### src/inc/rsd_pkg.sv
package rsd_pkg;

    // ------------------------------------------------------------
    // Timing
    // ------------------------------------------------------------
    localparam int CLK_HZ = 20_000_000;      // System clock rate
    localparam int STEP_MS = 1000;           // Status array dwell, ms
    localparam int STEP_CYC = (CLK_HZ / 1000) * STEP_MS;
    localparam int HUNT_US = 1000;           // Dwell per hunted rate, us
    localparam int HUNT_CYC = (CLK_HZ / 1_000_000) * HUNT_US;
    localparam int STEP_CW = 25;             // Holds STEP_CYC
    localparam int HUNT_CW = 20;             // Holds HUNT_CYC
    localparam int NCH = 8;                  // Channels per card

    // ------------------------------------------------------------
    // Register map (byte offsets)
    // ------------------------------------------------------------
    localparam logic [7:0] REG_CTRL = 8'h00;
    localparam logic [7:0] REG_STATUS = 8'h04;
    localparam logic [7:0] REG_DISPLAY = 8'h08;
    localparam logic [7:0] REG_RATES = 8'h0c;

    // Control fields
    localparam int CTRL_BYP_LSB = 0;         // Software bypass mask
    localparam int CTRL_FREEZE_BIT = 8;      // Hold display on channel
    localparam logic [8:0] CTRL_RST = 9'h000;

    // Status fields
    localparam int STAT_LOCK_LSB = 0;
    localparam int STAT_PG_BIT = 8;
    localparam int STAT_FAULT_BIT = 9;
    localparam int STAT_SW_LSB = 16;

    // Display fields
    localparam int DISP_ARRAY_LSB = 0;
    localparam int DISP_IDX_LSB = 8;

    // ------------------------------------------------------------
    // Rate codes and fixed patterns
    // ------------------------------------------------------------
    localparam logic [2:0] RATE_NONE = 3'h0;
    localparam logic [2:0] RATE_270M = 3'h2;
    localparam logic [2:0] RATE_360M = 3'h3;
    localparam logic [2:0] RATE_540M = 3'h4;
    localparam logic [2:0] RATE_1G5 = 3'h5;
    localparam logic [7:0] FAULT_PATTERN = 8'h55;

    // Card variants sharing this logic
    typedef enum logic [1:0] {
        RSD_MULTIRATE,
        RSD_HD,
        RSD_3G,
        RSD_DAC
    } rsd_variant_e;

    // Per-channel reclocker states
    typedef enum logic [1:0] {
        CH_BYPASS,
        CH_HUNT,
        CH_LOCKED
    } rsd_chst_e;

endpackage

### src/hw/rsd_chan.sv
`timescale 1ns/10ps
module rsd_chan #(
    parameter int HUNT_CYCLES = rsd_pkg::HUNT_CYC
) (
    input wire logic clk_i,
    input wire logic rst_i,
    input wire logic bypass_i,          // 1 = bypass, from switch or software
    input wire logic carrier_i,         // Signal present
    input wire logic lock_det_i,        // Reclocker lock detect
    output logic reclock_en_o,          // 0 defeats the reclocker
    output logic [1:0] rate_sel_o,      // Rate being tried or held
    output logic locked_o,              // Holding a lock
    output logic [2:0] rate_code_o      // Display code of held rate
);
    import rsd_pkg::*;

    // ------------------------------------------------------------
    // State
    // ------------------------------------------------------------
    typedef struct packed {
        rsd_chst_e st;                  // Channel state
        logic [1:0] rate;               // Index into rate list
        logic [HUNT_CW-1:0] cnt;        // Dwell on current rate
    } rsd_chan_s;

    rsd_chan_s s_r;
    rsd_chan_s s_nxt;
    logic good;

    assign good = lock_det_i & carrier_i;

    // ------------------------------------------------------------
    // Next state
    // ------------------------------------------------------------
    always_comb begin
        s_nxt = s_r;
        case (s_r.st)
            CH_BYPASS: begin
                // Leave bypass as soon as bypass_i says reclock
                if (!bypass_i) begin
                    s_nxt.st = CH_HUNT;
                    s_nxt.cnt = '0;
                end
            end
            CH_HUNT: begin
                if (bypass_i) begin
                    s_nxt.st = CH_BYPASS;
                end else if (good) begin
                    s_nxt.st = CH_LOCKED;
                end else if (s_r.cnt == HUNT_CW'(HUNT_CYCLES - 1)) begin
                    // No lock here, try the next of the four rates
                    s_nxt.rate = s_r.rate + 2'h1;
                    s_nxt.cnt = '0;
                end else begin
                    s_nxt.cnt = s_r.cnt + HUNT_CW'(1);
                end
            end
            CH_LOCKED: begin
                if (bypass_i) begin
                    s_nxt.st = CH_BYPASS;
                end else if (!good) begin
                    // Lost lock: resume hunting from the next rate
                    s_nxt.st = CH_HUNT;
                    s_nxt.rate = s_r.rate + 2'h1;
                    s_nxt.cnt = '0;
                end
            end
            default: begin
                s_nxt.st = CH_BYPASS;
            end
        endcase
    end

    // ------------------------------------------------------------
    // Registers
    // ------------------------------------------------------------
    always_ff @(posedge clk_i) begin
        if (rst_i) begin
            s_nxt_reset_guard: begin
                s_r.st <= CH_BYPASS;
                s_r.rate <= 2'h0;
                s_r.cnt <= '0;
            end
        end else begin
            s_r <= s_nxt;
        end
    end

    // ------------------------------------------------------------
    // Outputs, all from state flops
    // ------------------------------------------------------------
    assign reclock_en_o = (s_r.st != CH_BYPASS);
    assign rate_sel_o = s_r.rate;
    assign locked_o = (s_r.st == CH_LOCKED);

    // Rate list order: 270M, 360M, 540M, 1.485G
    always_comb begin
        rate_code_o = RATE_NONE;
        if (s_r.st == CH_LOCKED) begin
            case (s_r.rate)
                2'h0: rate_code_o = RATE_270M;
                2'h1: rate_code_o = RATE_360M;
                2'h2: rate_code_o = RATE_540M;
                default: rate_code_o = RATE_1G5;
            endcase
        end
    end

endmodule

### src/hw/rsd_top.sv
// The register addresses and the Wishbone slave port are this design's own decisions.
`timescale 1ns/10ps
// What this block does
// - One lock LED per channel, eight channels
// - Lock LED dark without signal or bypassed (DAC: without signal only)
// - Power LED only when both supplies run
// - Three index LEDs show channel, MSB first
// - Three rate LEDs encode locked rate code
// - Display advances about once per second
// - Chip access fault shows 0x55 pattern
// - Reclock channels hunt four supported rates
// - Lock and retime; on loss hunt next
// - Bypass forwards data without retiming
// - Multi-rate card passes odd signals unmuted
// - 3G: switch on defeats that reclocker
// - 3G: LED lit only present and reclocked
// - DAC card: LED green when signal present
module rsd_top #(
    parameter rsd_pkg::rsd_variant_e VARIANT = rsd_pkg::RSD_MULTIRATE,
    parameter int STEP_CYCLES = rsd_pkg::STEP_CYC,
    parameter int HUNT_CYCLES = rsd_pkg::HUNT_CYC
) (
    input wire logic clk_i,
    input wire logic rst_i,
    // Wishbone classic slave
    input wire logic wb_cyc_i,
    input wire logic wb_stb_i,
    input wire logic wb_we_i,
    input wire logic [7:0] wb_adr_i,
    input wire logic [3:0] wb_sel_i,
    input wire logic [31:0] wb_dat_i,
    output logic [31:0] wb_dat_o,
    output logic wb_ack_o,
    // Board inputs
    input wire logic [rsd_pkg::NCH-1:0] reclock_bypass_switches_i,
    input wire logic [1:0] supply_ok_i,
    input wire logic chip_access_fault_i,
    input wire logic [rsd_pkg::NCH-1:0] carrier_i,
    input wire logic [rsd_pkg::NCH-1:0] lock_det_i,
    // Reclocker controls
    output logic [rsd_pkg::NCH-1:0] reclock_en_o,
    output logic [rsd_pkg::NCH*2-1:0] rate_sel_o,
    output logic [rsd_pkg::NCH-1:0] retime_o,
    // Indicators, high = lit
    output logic [rsd_pkg::NCH-1:0] channel_lock_leds_o,
    output logic power_good_led_o,
    output logic [7:0] status_array_leds_o
);
    import rsd_pkg::*;

    // ------------------------------------------------------------
    // State
    // ------------------------------------------------------------
    typedef struct packed {
        logic ack;                      // Bus answer
        logic [31:0] rdata;             // Read data
        logic [8:0] ctrl;               // Freeze + software bypass
        logic [STEP_CW-1:0] step_cnt;   // Display dwell divider
        logic [2:0] idx;                // Displayed channel
        logic [NCH-1:0] lock_leds;      // Lock indicators
        logic pg;                       // Power good indicator
        logic [7:0] array_leds;         // Status array
    } rsd_top_s;

    rsd_top_s s_r;
    rsd_top_s s_nxt;

    // Channel bypass and outputs; LED, step and bus terms
    logic [NCH-1:0] eff_bypass;         // Switch or software bypass
    logic [NCH-1:0] locked;
    logic [NCH*3-1:0] rate_codes;
    logic [NCH-1:0] chan_en;
    logic [NCH-1:0] lock_leds_calc;     // Variant-dependent LED term
    logic step_tick;                    // One pulse per display step
    logic bus_req;
    logic [31:0] rd_mux;
    logic [31:0] wmask;                 // Byte lanes to bits

    // ------------------------------------------------------------
    // Bypass selection
    // ------------------------------------------------------------
    // Switch bit n belongs to channel n; software may add bypasses
    // but can never override a switch that asks for bypass.
    // The DAC card has no reclocker, so every channel stays bypassed.
    always_comb begin
        if (VARIANT == RSD_DAC) begin
            eff_bypass = '1;
        end else begin
            eff_bypass = reclock_bypass_switches_i |
                         s_r.ctrl[CTRL_BYP_LSB +: NCH];
        end
    end

    // ------------------------------------------------------------
    // Reclocker channels
    // ------------------------------------------------------------
    generate
        for (genvar g = 0; g < NCH; g++) begin : gen_ch
            rsd_chan #(
                .HUNT_CYCLES(HUNT_CYCLES)
            ) u_chan (
                .clk_i(clk_i),
                .rst_i(rst_i),
                .bypass_i(eff_bypass[g]),
                .carrier_i(carrier_i[g]),
                .lock_det_i(lock_det_i[g]),
                .reclock_en_o(chan_en[g]),
                .rate_sel_o(rate_sel_o[g*2 +: 2]),
                .locked_o(locked[g]),
                .rate_code_o(rate_codes[g*3 +: 3])
            );
        end
    endgenerate

    assign reclock_en_o = chan_en;
    // Retime only while locked; otherwise the data path passes the
    // signal straight through, so odd rates are never muted.
    assign retime_o = locked & chan_en;

    // ------------------------------------------------------------
    // Lock indicator source per card variant
    // ------------------------------------------------------------
    always_comb begin
        if (VARIANT == RSD_DAC) begin
            lock_leds_calc = carrier_i;
        end else begin
            // Lit only with signal present, reclocking, and locked
            lock_leds_calc = locked & carrier_i & lock_det_i &
                             ~eff_bypass;
        end
    end

    // ------------------------------------------------------------
    // Display dwell divider
    // ------------------------------------------------------------
    assign step_tick = (s_r.step_cnt == STEP_CW'(STEP_CYCLES - 1));

    // ------------------------------------------------------------
    // Bus helpers
    // ------------------------------------------------------------
    assign bus_req = wb_cyc_i & wb_stb_i & ~s_r.ack;
    assign wmask = {{8{wb_sel_i[3]}}, {8{wb_sel_i[2]}},
                    {8{wb_sel_i[1]}}, {8{wb_sel_i[0]}}};

    // Read mux; unmapped offsets read as zero and still answer
    always_comb begin
        rd_mux = 32'h0000_0000;
        if (wb_adr_i == REG_CTRL) begin
            rd_mux[8:0] = s_r.ctrl;
        end else if (wb_adr_i == REG_STATUS) begin
            rd_mux[STAT_LOCK_LSB +: NCH] = s_r.lock_leds;
            rd_mux[STAT_PG_BIT] = s_r.pg;
            rd_mux[STAT_FAULT_BIT] = chip_access_fault_i;
            rd_mux[STAT_SW_LSB +: NCH] = reclock_bypass_switches_i;
        end else if (wb_adr_i == REG_DISPLAY) begin
            rd_mux[DISP_ARRAY_LSB +: 8] = s_r.array_leds;
            rd_mux[DISP_IDX_LSB +: 3] = s_r.idx;
        end else if (wb_adr_i == REG_RATES) begin
            rd_mux[NCH*3-1:0] = rate_codes;
        end
    end

    // ------------------------------------------------------------
    // Next state
    // ------------------------------------------------------------
    always_comb begin
        s_nxt = s_r;

        // Single-wait-state answer, dropped the cycle after
        s_nxt.ack = bus_req;
        if (bus_req) begin
            s_nxt.rdata = rd_mux;
        end

        // Control write honours byte lanes
        if (bus_req && wb_we_i && wb_adr_i == REG_CTRL) begin
            s_nxt.ctrl = (s_r.ctrl & ~wmask[8:0]) |
                         (wb_dat_i[8:0] & wmask[8:0]);
        end

        // One-second divider keeps running even when frozen
        if (step_tick) begin
            s_nxt.step_cnt = '0;
        end else begin
            s_nxt.step_cnt = s_r.step_cnt + STEP_CW'(1);
        end

        // Step the shown channel; 3-bit wrap gives 7 -> 0
        if (step_tick && !s_r.ctrl[CTRL_FREEZE_BIT]) begin
            s_nxt.idx = s_r.idx + 3'h1;
        end

        // Indicators
        s_nxt.lock_leds = lock_leds_calc;
        s_nxt.pg = supply_ok_i[0] & supply_ok_i[1];

        // Status array: fixed pattern overrides index and rate
        if (chip_access_fault_i) begin
            s_nxt.array_leds = FAULT_PATTERN;
        end else begin
            // Upper three show the index, MSB on the first LED
            s_nxt.array_leds[7:5] = s_nxt.idx;
            s_nxt.array_leds[4:3] = 2'h0;
            // Lower three show the rate, MSB on the first LED
            s_nxt.array_leds[2:0] = shown_rate_next(s_nxt.idx);
        end
    end

    // Rate code of the channel about to be shown
    function automatic logic [2:0] shown_rate_next(input logic [2:0] i);
        shown_rate_next = rate_codes[i*3 +: 3];
    endfunction

    // ------------------------------------------------------------
    // Registers
    // ------------------------------------------------------------
    always_ff @(posedge clk_i) begin
        if (rst_i) begin
            s_r.ack <= 1'b0;
            s_r.rdata <= 32'h0000_0000;
            s_r.ctrl <= CTRL_RST;
            s_r.step_cnt <= '0;
            s_r.idx <= 3'h0;
            s_r.lock_leds <= '0;
            s_r.pg <= 1'b0;
            s_r.array_leds <= 8'h00;
        end else begin
            s_r <= s_nxt;
        end
    end

    // ------------------------------------------------------------
    // Outputs
    // ------------------------------------------------------------
    assign wb_ack_o = s_r.ack;
    assign wb_dat_o = s_r.rdata;
    assign channel_lock_leds_o = s_r.lock_leds;
    assign power_good_led_o = s_r.pg;
    assign status_array_leds_o = s_r.array_leds;

endmodule

### config.mk
export PLATFORM = sky130hd
export DESIGN_NAME = rsd_top
export DESIGN_NICKNAME = d
export VERILOG_FILES = /design/src/inc/rsd_pkg.sv /design/src/hw/rsd_chan.sv /design/src/hw/rsd_top.sv
export SDC_FILE = /design/constraint.sdc
export NUM_CORES = 1
export LEC_CHECK = 0
export ABC_AREA = 0
export BUFFER_PORTS_ARGS = -buffer_cell sky130_fd_sc_hd__buf_4
export CAP_MARGIN = 40
export CELL_PAD_IN_SITES_DETAIL_PLACEMENT = 0
export CELL_PAD_IN_SITES_GLOBAL_PLACEMENT = 2
export CORE_ASPECT_RATIO = 0.9
export CORE_MARGIN = 5
export CORE_UTILIZATION = 32
export CTS_CLUSTER_DIAMETER = 100
export DETAILED_ROUTE_END_ITERATION = 16
export PLACE_DENSITY = 0.75
export SYNTH_ARGS = -nofsm -noshare
export SYNTH_HDL_FRONTEND = slang
export SYNTH_HIERARCHICAL = 1
export SYNTH_SLANG_ARGS = --single-unit
export TNS_END_PERCENT = 100
### constraint.sdc
create_clock -name clk_i -period 2.1 [get_ports clk_i]
set_clock_uncertainty 0.1 [all_clocks]
set_input_delay 0.21 -clock clk_i [delete_from_list [all_inputs] [get_ports clk_i]]
set_output_delay 0.21 -clock clk_i [all_outputs]
set_load 0.01 [all_outputs]
; ---- Yosys cells after proc, flatten, opt, wreduce, memory -nomap -nowiden
; Index checks and enable logic that the tools add are counted.
[word_totals]
ff_bits = 271
in_bits = 76
out_inout_bits = 82
wordCells = 392
[op_classes]
add_sub_neg = 18
n_mul = 1
eq_ne = 108
n_shift = 1
mux = 138
n_bitwise = 22
n_reduce_logical = 71
[ops]
columns = operator, count
row1 = 2-to-1 mux 22 bit, 24
row2 = case mux 20 bit (3 select lines), 8
row3 = 2-to-1 mux 20 bit, 16
row4 = 2-to-1 mux 24 bit, 9
row5 = "adder 20 x 1 -> 20 bit, second input constant", 8
row6 = "== test 20 x 15 -> 1 bit, second input constant", 8
row7 = AND reduction 6 bit, 16
row8 = 2-to-1 mux 2 bit, 40
row9 = "!= test 2 bit, second input constant", 40
row10 = case mux 3 bit (3 select lines), 8
row11 = case mux 2 bit (3 select lines), 8
row12 = AND 8 bit, 4
row13 = "== test 2 x 1 -> 1 bit, second input constant", 16
row14 = "== test 2 bit, second input constant", 16
row15 = zero test 2 bit, 16
row16 = case mux 2 bit (2 select lines), 8
row17 = nonzero test 2 bit, 16
row18 = 2-to-1 mux 3 bit, 9
row19 = "adder 25 x 1 -> 25 bit, second input constant", 1
row20 = "== test 25 bit, second input constant", 1
row21 = "!= test 3 x 2 -> 1 bit, second input constant", 8
row22 = "!= test 3 bit, second input constant", 8
row23 = AND reduction 3 bit, 8
row24 = nonzero test 3 bit, 8
row25 = 26 further kinds, 55

; ---- Longest topological paths before layout
; Gate-level depths: netlist of run 1.
[depth]
ltp_word = 7
ltp_mapped = 10
mapped_depth_nobuf = 10

; ---- Cells and area by module
; Netlist of run 1, hierarchy kept.
[by_module_without_submodules]
columns = module, n_inst, cells_per_inst, area_per_inst_um2, seq_area_each_um2
row1 = rsd_chan at gen_ch[0].u_chan ..., 7, 187, 1448.9, 480.5
row2 = rsd_top, 1, 449, 4254.1, 1561.5
row3 = rsd_chan at gen_ch[4].u_chan, 1, 192, 1475.2, 480.5

; ---- Least setup slack after synthesis of run 1
; Ideal clock, no wire load.
[synth_timing]
path_type = reg2reg
startpoint = register s_r[17] (netlist name)
endpoint = register s_r, in the netlist status_array_leds_o[0]
setup_time_ns = 0.132
t_arrival_ns = 1.984
required_ns = 1.868
slack_ns = -0.116
stages_incl_launch_ff = 7
path_buffers = 1
period_less_slack_ns = 2.216
path_cell_list = dfxtp_1 -> ha_1 -> buf_2 -> mux2_2 -> mux4_2 -> a21oi_1 -> a21oi_2
[synth_lines]
columns = element, line_no
row1 = to (signal assigned), rsd_top.sv:228  ; s_r <= s_nxt;
row2 = to (decl), rsd_top.sv:65  ; rsd_top_s s_r;

==> results.txt, run 1 <==
Outcome: complete, but fails checks
Failing checks: negative setup slack
Sequential Area: 5410 um2
Yosys cell types: 64
Final nets: 2314
Main flop type after synthesis: dfxtp_1
Number of flops mapped to enable cells by yosys: 0
Worst R2R Setup Slack: -50 ps
Worst setup margin: -51.5 ps
Max Buffers Root-to-Sink: 3
P_sw: 2.92 mW
Wirelength per Cell: 17.1 um
Ratio of final minimum period to clock period: 102%
FILL cells: 5013
Initial DRC Count: 865
Antenna Cells: 0
Antenna-violating nets left: 0
Worst setup endpoint: status_array_leds_o[0]$_SDFF_PP0_
CP Data Required Time: 2470 ps
Sequential share of the synthesized area: 34.1%
DIE AREA: 54200 um2
Worst Tran Pin Value: 511 ps
Commonest non-fill, non-tap cell in the layout: buf_4
Vias: 15.1k
Post-CTS Setup Bufs: 0
Async SR Flop Fraction: 0%
GRT met2 Usage: 27.8%
Area of the multi-input gates: 9440 um2
Core Area: 49100 um2
Arrival time of the worst setup path: 2520 ps
CTS tree: built
F_max: 465 MHz
Max-Slew Margin vs Limit: 65.7%
Gr busiest metal: met2
CTS Buf Count: 34
Clock Tree Root: clkbuf_16
Synth warnings: 6
Setup CP Type: flip-flop to flip-flop
DR pass1 iterations: 5
Leak: 7.23 nW
Pin count of the biggest net entering global routing: 44
Worst setup startpoint: s_r[28]$_SDFF_PP0_
Vias in the first global route: 14.3k
Most frequent cells in the layout: buf_4 (302), dfxtp_1 (265), nor2_1 (217), nand2_1 (175), nand3_1 (160)
Htree depth: 2
Mean Syn Cell Area: 8.14 um2
Final setup viols: 4
Max cap viols: 0
Die width: 245 um
GR Util met1: 24.2%
Reg2Reg Capture Point: status_array_leds_o[0]$_SDFF_PP0_
P&R area growth vs syn: 24.9%
VDD IR-drop max: 0.373 mV
Final wirelength: 48700 um
Part of the power in combinational logic: 8.1%
Non-filler cells, final: 2849
Top-level I/O count: 158
GPL Wtd Cong: 0.826
Clock share of power: 48.4%
Crit path max fanout: 3
Clock transition at path regs: 60 ps
Hold Crit Class: input pin to flip-flop
First-pass GRT wire length: 78100 um
Average vias per placed instance: 5.30
RSZ-0062 raised after global routing: yes
PwrDens: 603 nW/um2
Cell area after synthesis: 15900 um2
Post-DP HPWL: 35800 um
Slew Viols, Final: 0
Syn Inst Count: 1950
Post-route setup TNS: -163 ps
DRC: 0
Final Hold Viols: 0
Initial antenna violation count: 0
Share of layout cells above drive strength 1: 21.4%
Crit path capture type: flip-flop
Clk_lat worst skew: 530 ps
Setup crit start kind: flip-flop
Total power: 11.9 mW
Reg2Reg Depth: 7
Clk sink count: 270
Sw Share: 24.4%
I/O Buffers: 123
Seq pwr share: 43.5%
Tmin final: 2150 ps
Critical R2R Launch: s_r[28]$_SDFF_PP0_
Int Power: 9.03 mW
Yosys reg bits: 270
M3 GR Usage: 2.74%
Global route overflow: 0
Row count: 77
Placed cells: 2739
GRT Util Overall: 17.3%
Starting Density: 32.3%
Height of the die: 221 um
-- stage by stage --
step / utilization [%] / hold WS (ps) / area [um2] / worst slack, ps
after floorplan: - / 188 / 16000 / -0.885
after global placement: 37.0 / 346 / 18200 / -150
after detailed placement: 37.0 / 368 / 18200 / -191
after CTS: 40.3 / 16.1 / 19800 / -65.3
after global routing: 40.3 / 58.1 / 19800 / -181
final: 40.3 / 43.8 / 19800 / -51.5
-- critical path: stages, from the launching register on --
cell and delay, ps:
dfxtp_2 330, nor4b_4 290, buf_4 150, nand4b_1 170
nor2_4 180, mux4_2 510, or2_1 240, a21oi_2 120
-- synthesized netlist by cell type, types with 23 or more instances --
cell	number	area share (%)
a21oi_1	78	2.5
a22oi_1	31	1.5
a31oi_1	90	3.5
and2_1	24	0.95
and3_1	37	1.5
buf_2	27	0.85
buf_4	66	3.1
clkbuf_1	39	0.92
dfxtp_1	270	34
ha_1	42	3.3
inv_1	30	0.71
mux2i_1	31	2.0
nand2_1	176	4.2
nand2b_1	34	1.3
nand3_1	161	5.1
nand4_1	62	2.4
nor2_1	217	5.1
nor3_1	50	1.6
nor4_1	31	1.2
o21ai_0	28	0.88
or2_2	23	0.91
or3_1	33	1.3
or4_1	68	3.2
xnor2_1	37	2.0
-- final cells by class --
cell class                      instances  area share, %
Inverter                               30          0.568
Multi-Input combinational cell       1495           47.6
Clock buffer                           45           4.86
Sequential cell                       270           27.3
Timing Repair Buffer                  365           15.1
Clock inverter                         12          0.574
Tap cell                              632           3.99
-- cell families (layout without fill, tap and decap cells) --
logic type | after synthesis | in the layout | synth area share [%]
simple gates | 1021 | 1021 | 34.7
mux | 70 | 70 | 5.64
buf+inv | 193 | 452 | 7.27
fa+ha+maj | 42 | 42 | 3.31
flops | 270 | 270 | 34.1
other cells | 1 | 9 | 0.0236
compound gates | 301 | 301 | 12.2
xor+xnor | 52 | 52 | 2.87
-- timing repair --
action,CTS,global route
hold endpoints to repair,39,0
hold buffers,53,0
pin swaps,7,5
setup endpoints to repair,4,14
resized for setup,4,5
cloned,0,0
-- worst min-delay path by stage --
stage,startpoint,to,slack (ps),cells after the start
2_1_floorplan,chip_access_fault_i,status_array_leds_o[1]$_SDFF_PP0_,190,1
3_3_place_gp,wb_dat_i[6],flip-flop,350,3
3_5_place_dp,wb_dat_i[6],flip-flop,370,3
4_1_cts,rst_i,wb_dat_o[16]$_SDFFE_PP0P_,20,2
5_1_grt,rst_i,wb_dat_o[15]$_SDFFE_PP0P_,60,2
6_report,rst_i,wb_dat_o[17]$_SDFFE_PP0P_,40,2
-- power by group through the flow --
stage	clock network, mW	registers, mW	logic (mW)
floorplan	0	5.31	0.527
CTS	6.02	5.19	0.981
detailed placement	0	5.31	0.921
global route	6.20	5.19	1.06
global placement	0	5.30	0.912
finish	5.79	5.19	0.969
-- layer usage --
metal / part of all wire, % / vias to the layer above
li1: - / 7583
met1: 48 / 7144
met2: 45 / 298
met3: 4.2 / 69
met4: 2.5 / 0
met5: 0 / -
-- sequential cells by signal, summed over array words and instances (netlist names), named ones only --
name	count
channel_lock_leds_o	8
gen_ch.u_chan/rate_sel_o	16
gen_ch.u_chan/s_r	176
power_good_led_o	1
s_r	28
status_array_leds_o	7
wb_ack_o	1
wb_dat_o	24
(Power assumes the default switching activity.)
==> inputs of run 2 (changes only) <==
- SETUP_SLACK_MARGIN: unset -> 0.15
==> run 2 against run 1 <==
The run still ends with negative setup slack left. Worst hold slack better by 22 ps. Global-route usage is 0.19 points higher. Routed wire length grew 1.6%. First-iteration DRC count rose by 10%. Flip-flop and latch count unchanged. Power grew 6.0%. Largest power group unchanged. Clock power up 11%. Largest cell class unchanged. Count of clock-buffer cells in the layout is 6 higher. Design area is 3.7% higher. Sequential power barely moved. Via count increased by 1.3%.
==> results.txt, run 2 (same netlist as run 1, synthesis figures left out) <==
CP Data Required Time: 2460 ps (about the same)
Outcome: complete, but fails checks
Placed cells: 2727 (-0.44%)
Area of the multi-input gates: 9840 um2 (+4.3%)
Clk_lat worst skew: 540 ps (about the same)
GRT Util Overall: 17.5% (+0.19 points)
Initial DRC Count: 955 (+10%)
Pin count of the biggest net entering global routing: 59 (+34%)
Hold Crit Class: input pin to flip-flop
Row count: 77 (unchanged)
Die width: 245 um (unchanged)
Global route overflow: 0 (unchanged)
Antenna-violating nets left: 0 (unchanged)
F_max: 458 MHz (-1.4%)
DRC: 0 (unchanged)
CTS Buf Count: 35 (+2.9%)
Setup crit start kind: flip-flop
GR Util met1: 24.4% (+0.25 points)
Clock Tree Root: clkbuf_16
DR pass1 iterations: 5 (unchanged)
Non-filler cells, final: 2862 (+0.46%)
Most frequent cells in the layout: buf_4 (288), dfxtp_1 (235), nor2_1 (209), nand2_1 (176), nand3_1 (156)
Vias: 15.3k (+1.3%)
Core Area: 49100 um2 (unchanged)
Final nets: 2320 (+0.26%)
Arrival time of the worst setup path: 2550 ps (+30 ps)
Commonest non-fill, non-tap cell in the layout: buf_4
Max cap viols: 0 (unchanged)
Clock transition at path regs: 60 ps (about the same)
Hold slack: 66.0 ps (+22.2 ps)
CP bufs+invs: 0 (-1)
M3 GR Usage: 3.04% (+0.30 points)
Max reg flops: 176 (unchanged)
Max-Slew Margin vs Limit: 51.3% (-14 points)
DIE AREA: 54200 um2 (unchanged)
P&R area growth vs syn: 29.5%
GRT met2 Usage: 27.5% (-0.30 points)
CP max stage delay: 550 ps (+40 ps)
Final Hold Viols: 0 (unchanged)
Slowest-stage cell, CP: mux4_2
Failing checks: negative setup slack
Leak: 7.41 nW (+2.5%)
Post-route setup TNS: -254 ps (-91.0 ps)
Worst setup margin: -81.7 ps (-30.3 ps)
Average vias per placed instance: 5.34 (+0.88%)
Clk sink count: 270 (unchanged)
CTS tree: built
Vias in the first global route: 14.8k (+3.5%)
Height of the die: 221 um (unchanged)
Final wirelength: 49400 um (+1.6%)
Crit path capture type: flip-flop
Setup CP Type: flip-flop to flip-flop
Worst Tran Pin Value: 725 ps (+213 ps)
Share of layout cells above drive strength 1: 26.3% (+4.8 points)
Slew Viols, Final: 0 (unchanged)
Htree depth: 2 (unchanged)
Post-DP HPWL: 35600 um (-0.56%)
First-pass GRT wire length: 79000 um (+1.1%)
Worst path top cell family by delay: simple AND/OR/NAND/NOR gates
Max Buffers Root-to-Sink: 3 (unchanged)
FILL cells: 4948 (-1.3%)
RSZ-0062 raised after global routing: yes
CP Cell Sequence: nor4b_4 > nand2_1 > nor4_4 > mux4_2 > nand2b_4 > a211oi_2
GPL Wtd Cong: 0.822 (-0.45%)
Tmin final: 2180 ps (+30.3 ps)
Wirelength per Cell: 17.3 um (+1.1%)
Final setup viols: 4 (unchanged)
VDD IR-drop max: 0.428 mV (+15%)
Initial antenna violation count: 2 (+2)
I/O Buffers: 123 (unchanged)
Starting Density: 32.3% (unchanged)
Top-level I/O count: 158 (unchanged)
Gr busiest metal: met2
Biggest register: gen_ch.u_chan/s_r
Crit path max fanout: 2 (-1)
Ratio of final minimum period to clock period: 104% (+1.4 points)
Sequential Area: 5450 um2 (+0.79%)
PwrDens: 616 nW/um2 (+2.3%)
[run 2: path summary, 6_finish.rpt]
| kind | start | to | slack, ps | depth (start not counted) |
|---|---|---|---|---|
| worst max-delay path | s_r[35]$_SDFF_PP0_ | status_array_leds_o[1]$_SDFF_PP0_ | -80 | 6 |
| worst min-delay path | wb_adr_i[4] | wb_dat_o[10]$_SDFFE_PP0P_ | 70 | 6 |
| worst max register to register | s_r[35]$_SDFF_PP0_ | status_array_leds_o[1]$_SDFF_PP0_ | -80 | 6 |
| worst min register to register | s_r[33]$_SDFF_PP0_ | s_r[33]$_SDFF_PP0_ | 410 | 2 |
[run 2: timing repair]
action                                  4_1_cts  5_1_grt
hold buffers                                 52        0
cloned                                        0        4
setup buffers                                 0       14
resized for setup                            17      121
endpoints found under the setup margin       20      102
pin swaps                                    10       33
endpoints found under the hold margin        39        0
[run 2: power by group]
part           total (mW)  switching (mW)  internal (mW)
logic                1.04           0.587          0.454
registers            5.19          0.0330           5.16
clock network        6.43            2.41           4.02
[run 2: final cells by class]
type                    count  share of cell area [%]
well taps                 632                    3.85
clock inverters            12                   0.798
flip-flops and latches    270                    26.5
diodes                      2                  0.0244
repair buffers            370                    15.2
inverters                  30                   0.548
clock buffers              51                    5.20
multi-input cells        1495                    47.9
[run 2: worst reg2reg max path, delay by kind of cell, from the launching register on]
kind	cells	cell delay (ps)
AND/OR/NAND/NOR	4	950
multiplexers	1	550
flip-flops	1	330
AO/OA/AOI/OAI	1	170
[run 2: layer usage]
metal	up-vias	routed length, um
met3	71	2310
met2	327	21800
met4	0	1360
met5	-	0
met1	7289	23900
li1	7610	-
[run 2: stage by stage]
stage / instance area [um2] / util [%] / setup WS, ps / power [mW]
final: 20500 / 41.8 / -81.7 / 12.7
after global routing: 20500 / 41.8 / -157 / 13.2
after CTS: 20000 / 40.7 / -85.6 / 12.8
after detailed placement: 18200 / 37.0 / -135 / 6.23
after global placement: 18200 / 37.0 / -103 / 6.22
after floorplan: 16000 / - / -0.885 / 5.83
==> inputs of run 3 (changes only) <==
- CORE_ASPECT_RATIO: 0.9 -> 0.5
- PLACE_DENSITY: 0.75 -> unset
- PLACE_DENSITY_LB_ADDON: unset -> 0.12
==> run 3 against run 2 <==
The flow still finishes with violations (negative setup slack). First-iteration DRC count shrank 22%. Critical path depth is the same. Power shrank 7.1%. Critical path type unchanged. Non-clock buffer count grew 60. Largest cell class unchanged. Sequential share of layout area shrank 0.46 points. Count of clock-buffer cells in the layout shrank 10. Routed wire length shrank 0.51%. Combinational power is essentially flat. Register-to-register slack is essentially flat.
==> results.txt, run 3 (same netlist as run 1, synthesis figures left out) <==
Outcome: complete, but fails checks
Failing checks: negative setup slack
Share of layout cells above drive strength 1: 29.2% (+2.9 points)
DIE AREA: 54400 um2 (+0.49%)
PwrDens: 561 nW/um2 (-8.9%)
Global route overflow: 0 (unchanged)
VDD IR-drop max: 0.574 mV (+34%)
GPL Wtd Cong: 0.770 (-6.3%)
Core Area: 48800 um2 (-0.72%)
DRC: 0 (unchanged)
Max reg flops: 176 (unchanged)
Biggest register: gen_ch.u_chan/s_r
Row count: 57 (-26%)
Worst setup margin: -88.7 ps (-6.91 ps)
DR pass1 iterations: 6 (+1)
Slew Viols, Final: 0 (unchanged)
Antenna-violating nets left: 0 (unchanged)
Clk_lat worst skew: 560 ps (+20 ps)
Starting Density: 32.5% (+0.23 points)
Wirelength per Cell: 16.8 um (-2.7%)
Clock Tree Root: clkbuf_16
I/O Buffers: 123 (unchanged)
Htree depth: 1 (-1)
Crit path capture type: flip-flop
Worst Tran Pin Value: 522 ps (-203 ps)
F_max: 457 MHz (-0.32%)
Max-Slew Margin vs Limit: 65.2% (+14 points)
Clock transition at path regs: 70 ps (about the same)
CTS tree: built
GRT Util Overall: 17.1% (-0.38 points)
Setup crit start kind: flip-flop
Hold Crit Class: input pin to flip-flop
CP Data Required Time: 2500 ps (+40 ps)
Top-level I/O count: 158 (unchanged)
Initial antenna violation count: 0 (-2)
Most frequent cells in the layout: buf_4 (347), dfxtp_1 (221), nor2_1 (214), nand2_1 (175), nand3_1 (155)
Final Hold Viols: 0 (unchanged)
Crit path max fanout: 4 (+2)
Vias in the first global route: 14.4k (-2.6%)
Pin count of the biggest net entering global routing: 44 (-25%)
Tmin final: 2190 ps (+6.91 ps)
CTS Buf Count: 29 (-17%)
Commonest non-fill, non-tap cell in the layout: buf_4
Average vias per placed instance: 5.18 (-3.0%)
Final wirelength: 49200 um (-0.51%)
Leak: 7.70 nW (+3.9%)
P&R area growth vs syn: 32.0%
RSZ-0062 raised after global routing: yes
Clk sink count: 270 (unchanged)
Final core occ: 43.0% (+1.1 points)
Post-DP HPWL: 35000 um (-1.7%)
Area of placed instances: 18600 um2 (+2.5%)
Arrival time of the worst setup path: 2580 ps (+30 ps)
Antenna Cells: 0 (-2)
Setup CP Type: flip-flop to flip-flop
Vias: 15.2k (-0.84%)
Total power: 11.8 mW (-7.1%)
First-pass GRT wire length: 78600 um (-0.47%)
Final setup viols: 4 (unchanged)
Hold slack: 73.3 ps (+7.32 ps)
Initial DRC Count: 745 (-22%)
Ratio of final minimum period to clock period: 104% (+0.33 points)
Height of the die: 167 um (-24%)
Max Buffers Root-to-Sink: 3 (unchanged)
Max cap viols: 0 (unchanged)
Die width: 325 um (+33%)
Final nets: 2375 (+2.4%)
Post-route cell area: 21000 um2 (+2.0%)
run 3: changes by cell type in the layout (fill, tap and decap cells not counted), sizes merged:
| cell | change |
|---|---|
| buf | +57 |
| clkbuf | -9 |
| diode | -2 |
| dlygate4sd3 | +2 |
| bufinv | -1 |
| clkinv | -1 |
| clkinvlp | +1 |
| o21bai | +1 |
run 3: area by class of cell:
class                   count  area (um2)
well taps                 649         812
fillers                  4982       27800
clock buffers              41         861
multi-input cells        1496        9990
inverters                  30         113
flip-flops and latches    270        5470
clock inverters            11         143
repair buffers            430        3570
run 3: layer usage:
| layer | part of all wire, % | track usage (%) | wire [um] | vias to the layer above |
|---|---|---|---|---|
| li1 | - | - | - | 7695 |
| met1 | 49 | 23.6 | 23900 | 7290 |
| met2 | 48 | 29.6 | 23500 | 127 |
| met3 | 1.9 | 1.90 | 931 | 56 |
| met4 | 1.7 | 2.77 | 835 | 0 |
| met5 | 0 | 0 | 0 | - |
run 3: report_power, final:
part	leakage [nW]	total (mW)	internal, mW	switching [mW]
logic	5.00	1.07	0.483	0.587
registers	2.20	5.19	5.16	0.0317
clock network	0.498	5.51	3.22	2.29
total	7.70	11.8	8.86	2.90
run 3: metrics by stage:
stage / setup slack [ps] / cells / setup TNS (ps)
after detailed placement: -149 / 2796 / -372
after global routing: -173 / 2927 / -702
after floorplan: -0.885 / 1958 / -0.885
final: -88.7 / 2927 / -291
after global placement: -138 / 2796 / -346
after CTS: -95.1 / 2907 / -309
run 3: final timing paths:
check	depth (start not counted)	slack, ps	to	from
max	6	-90	status_array_leds_o[2]$_SDFF_PP0_	s_r[39]$_SDFF_PP0_
min	6	70	wb_dat_o[10]$_SDFFE_PP0P_	wb_adr_i[4]
max reg2reg	6	-90	status_array_leds_o[2]$_SDFF_PP0_	s_r[39]$_SDFF_PP0_
min reg2reg	2	400	gen_ch[0].u_chan/rate_sel_o[1]$_SDFFE_PP0P_	gen_ch[0].u_chan/rate_sel_o[1]$_SDFFE_PP0P_
run 3: critical path, stage by stage (launching register included):
cell and delay [ps]:
dfxtp_2 340, nor4b_4 370, nand4b_1 230, nor2_4 220
mux4_2 520, or2_1 230, a21oi_2 110
run 3: repair_timing:
item	CTS	global route
resized for setup	22	147
gates cloned	0	5
pin swaps	10	44
endpoints found under the hold margin	45	0
endpoints found under the setup margin	36	124
hold buffers	54	0
buffers inserted	5	15
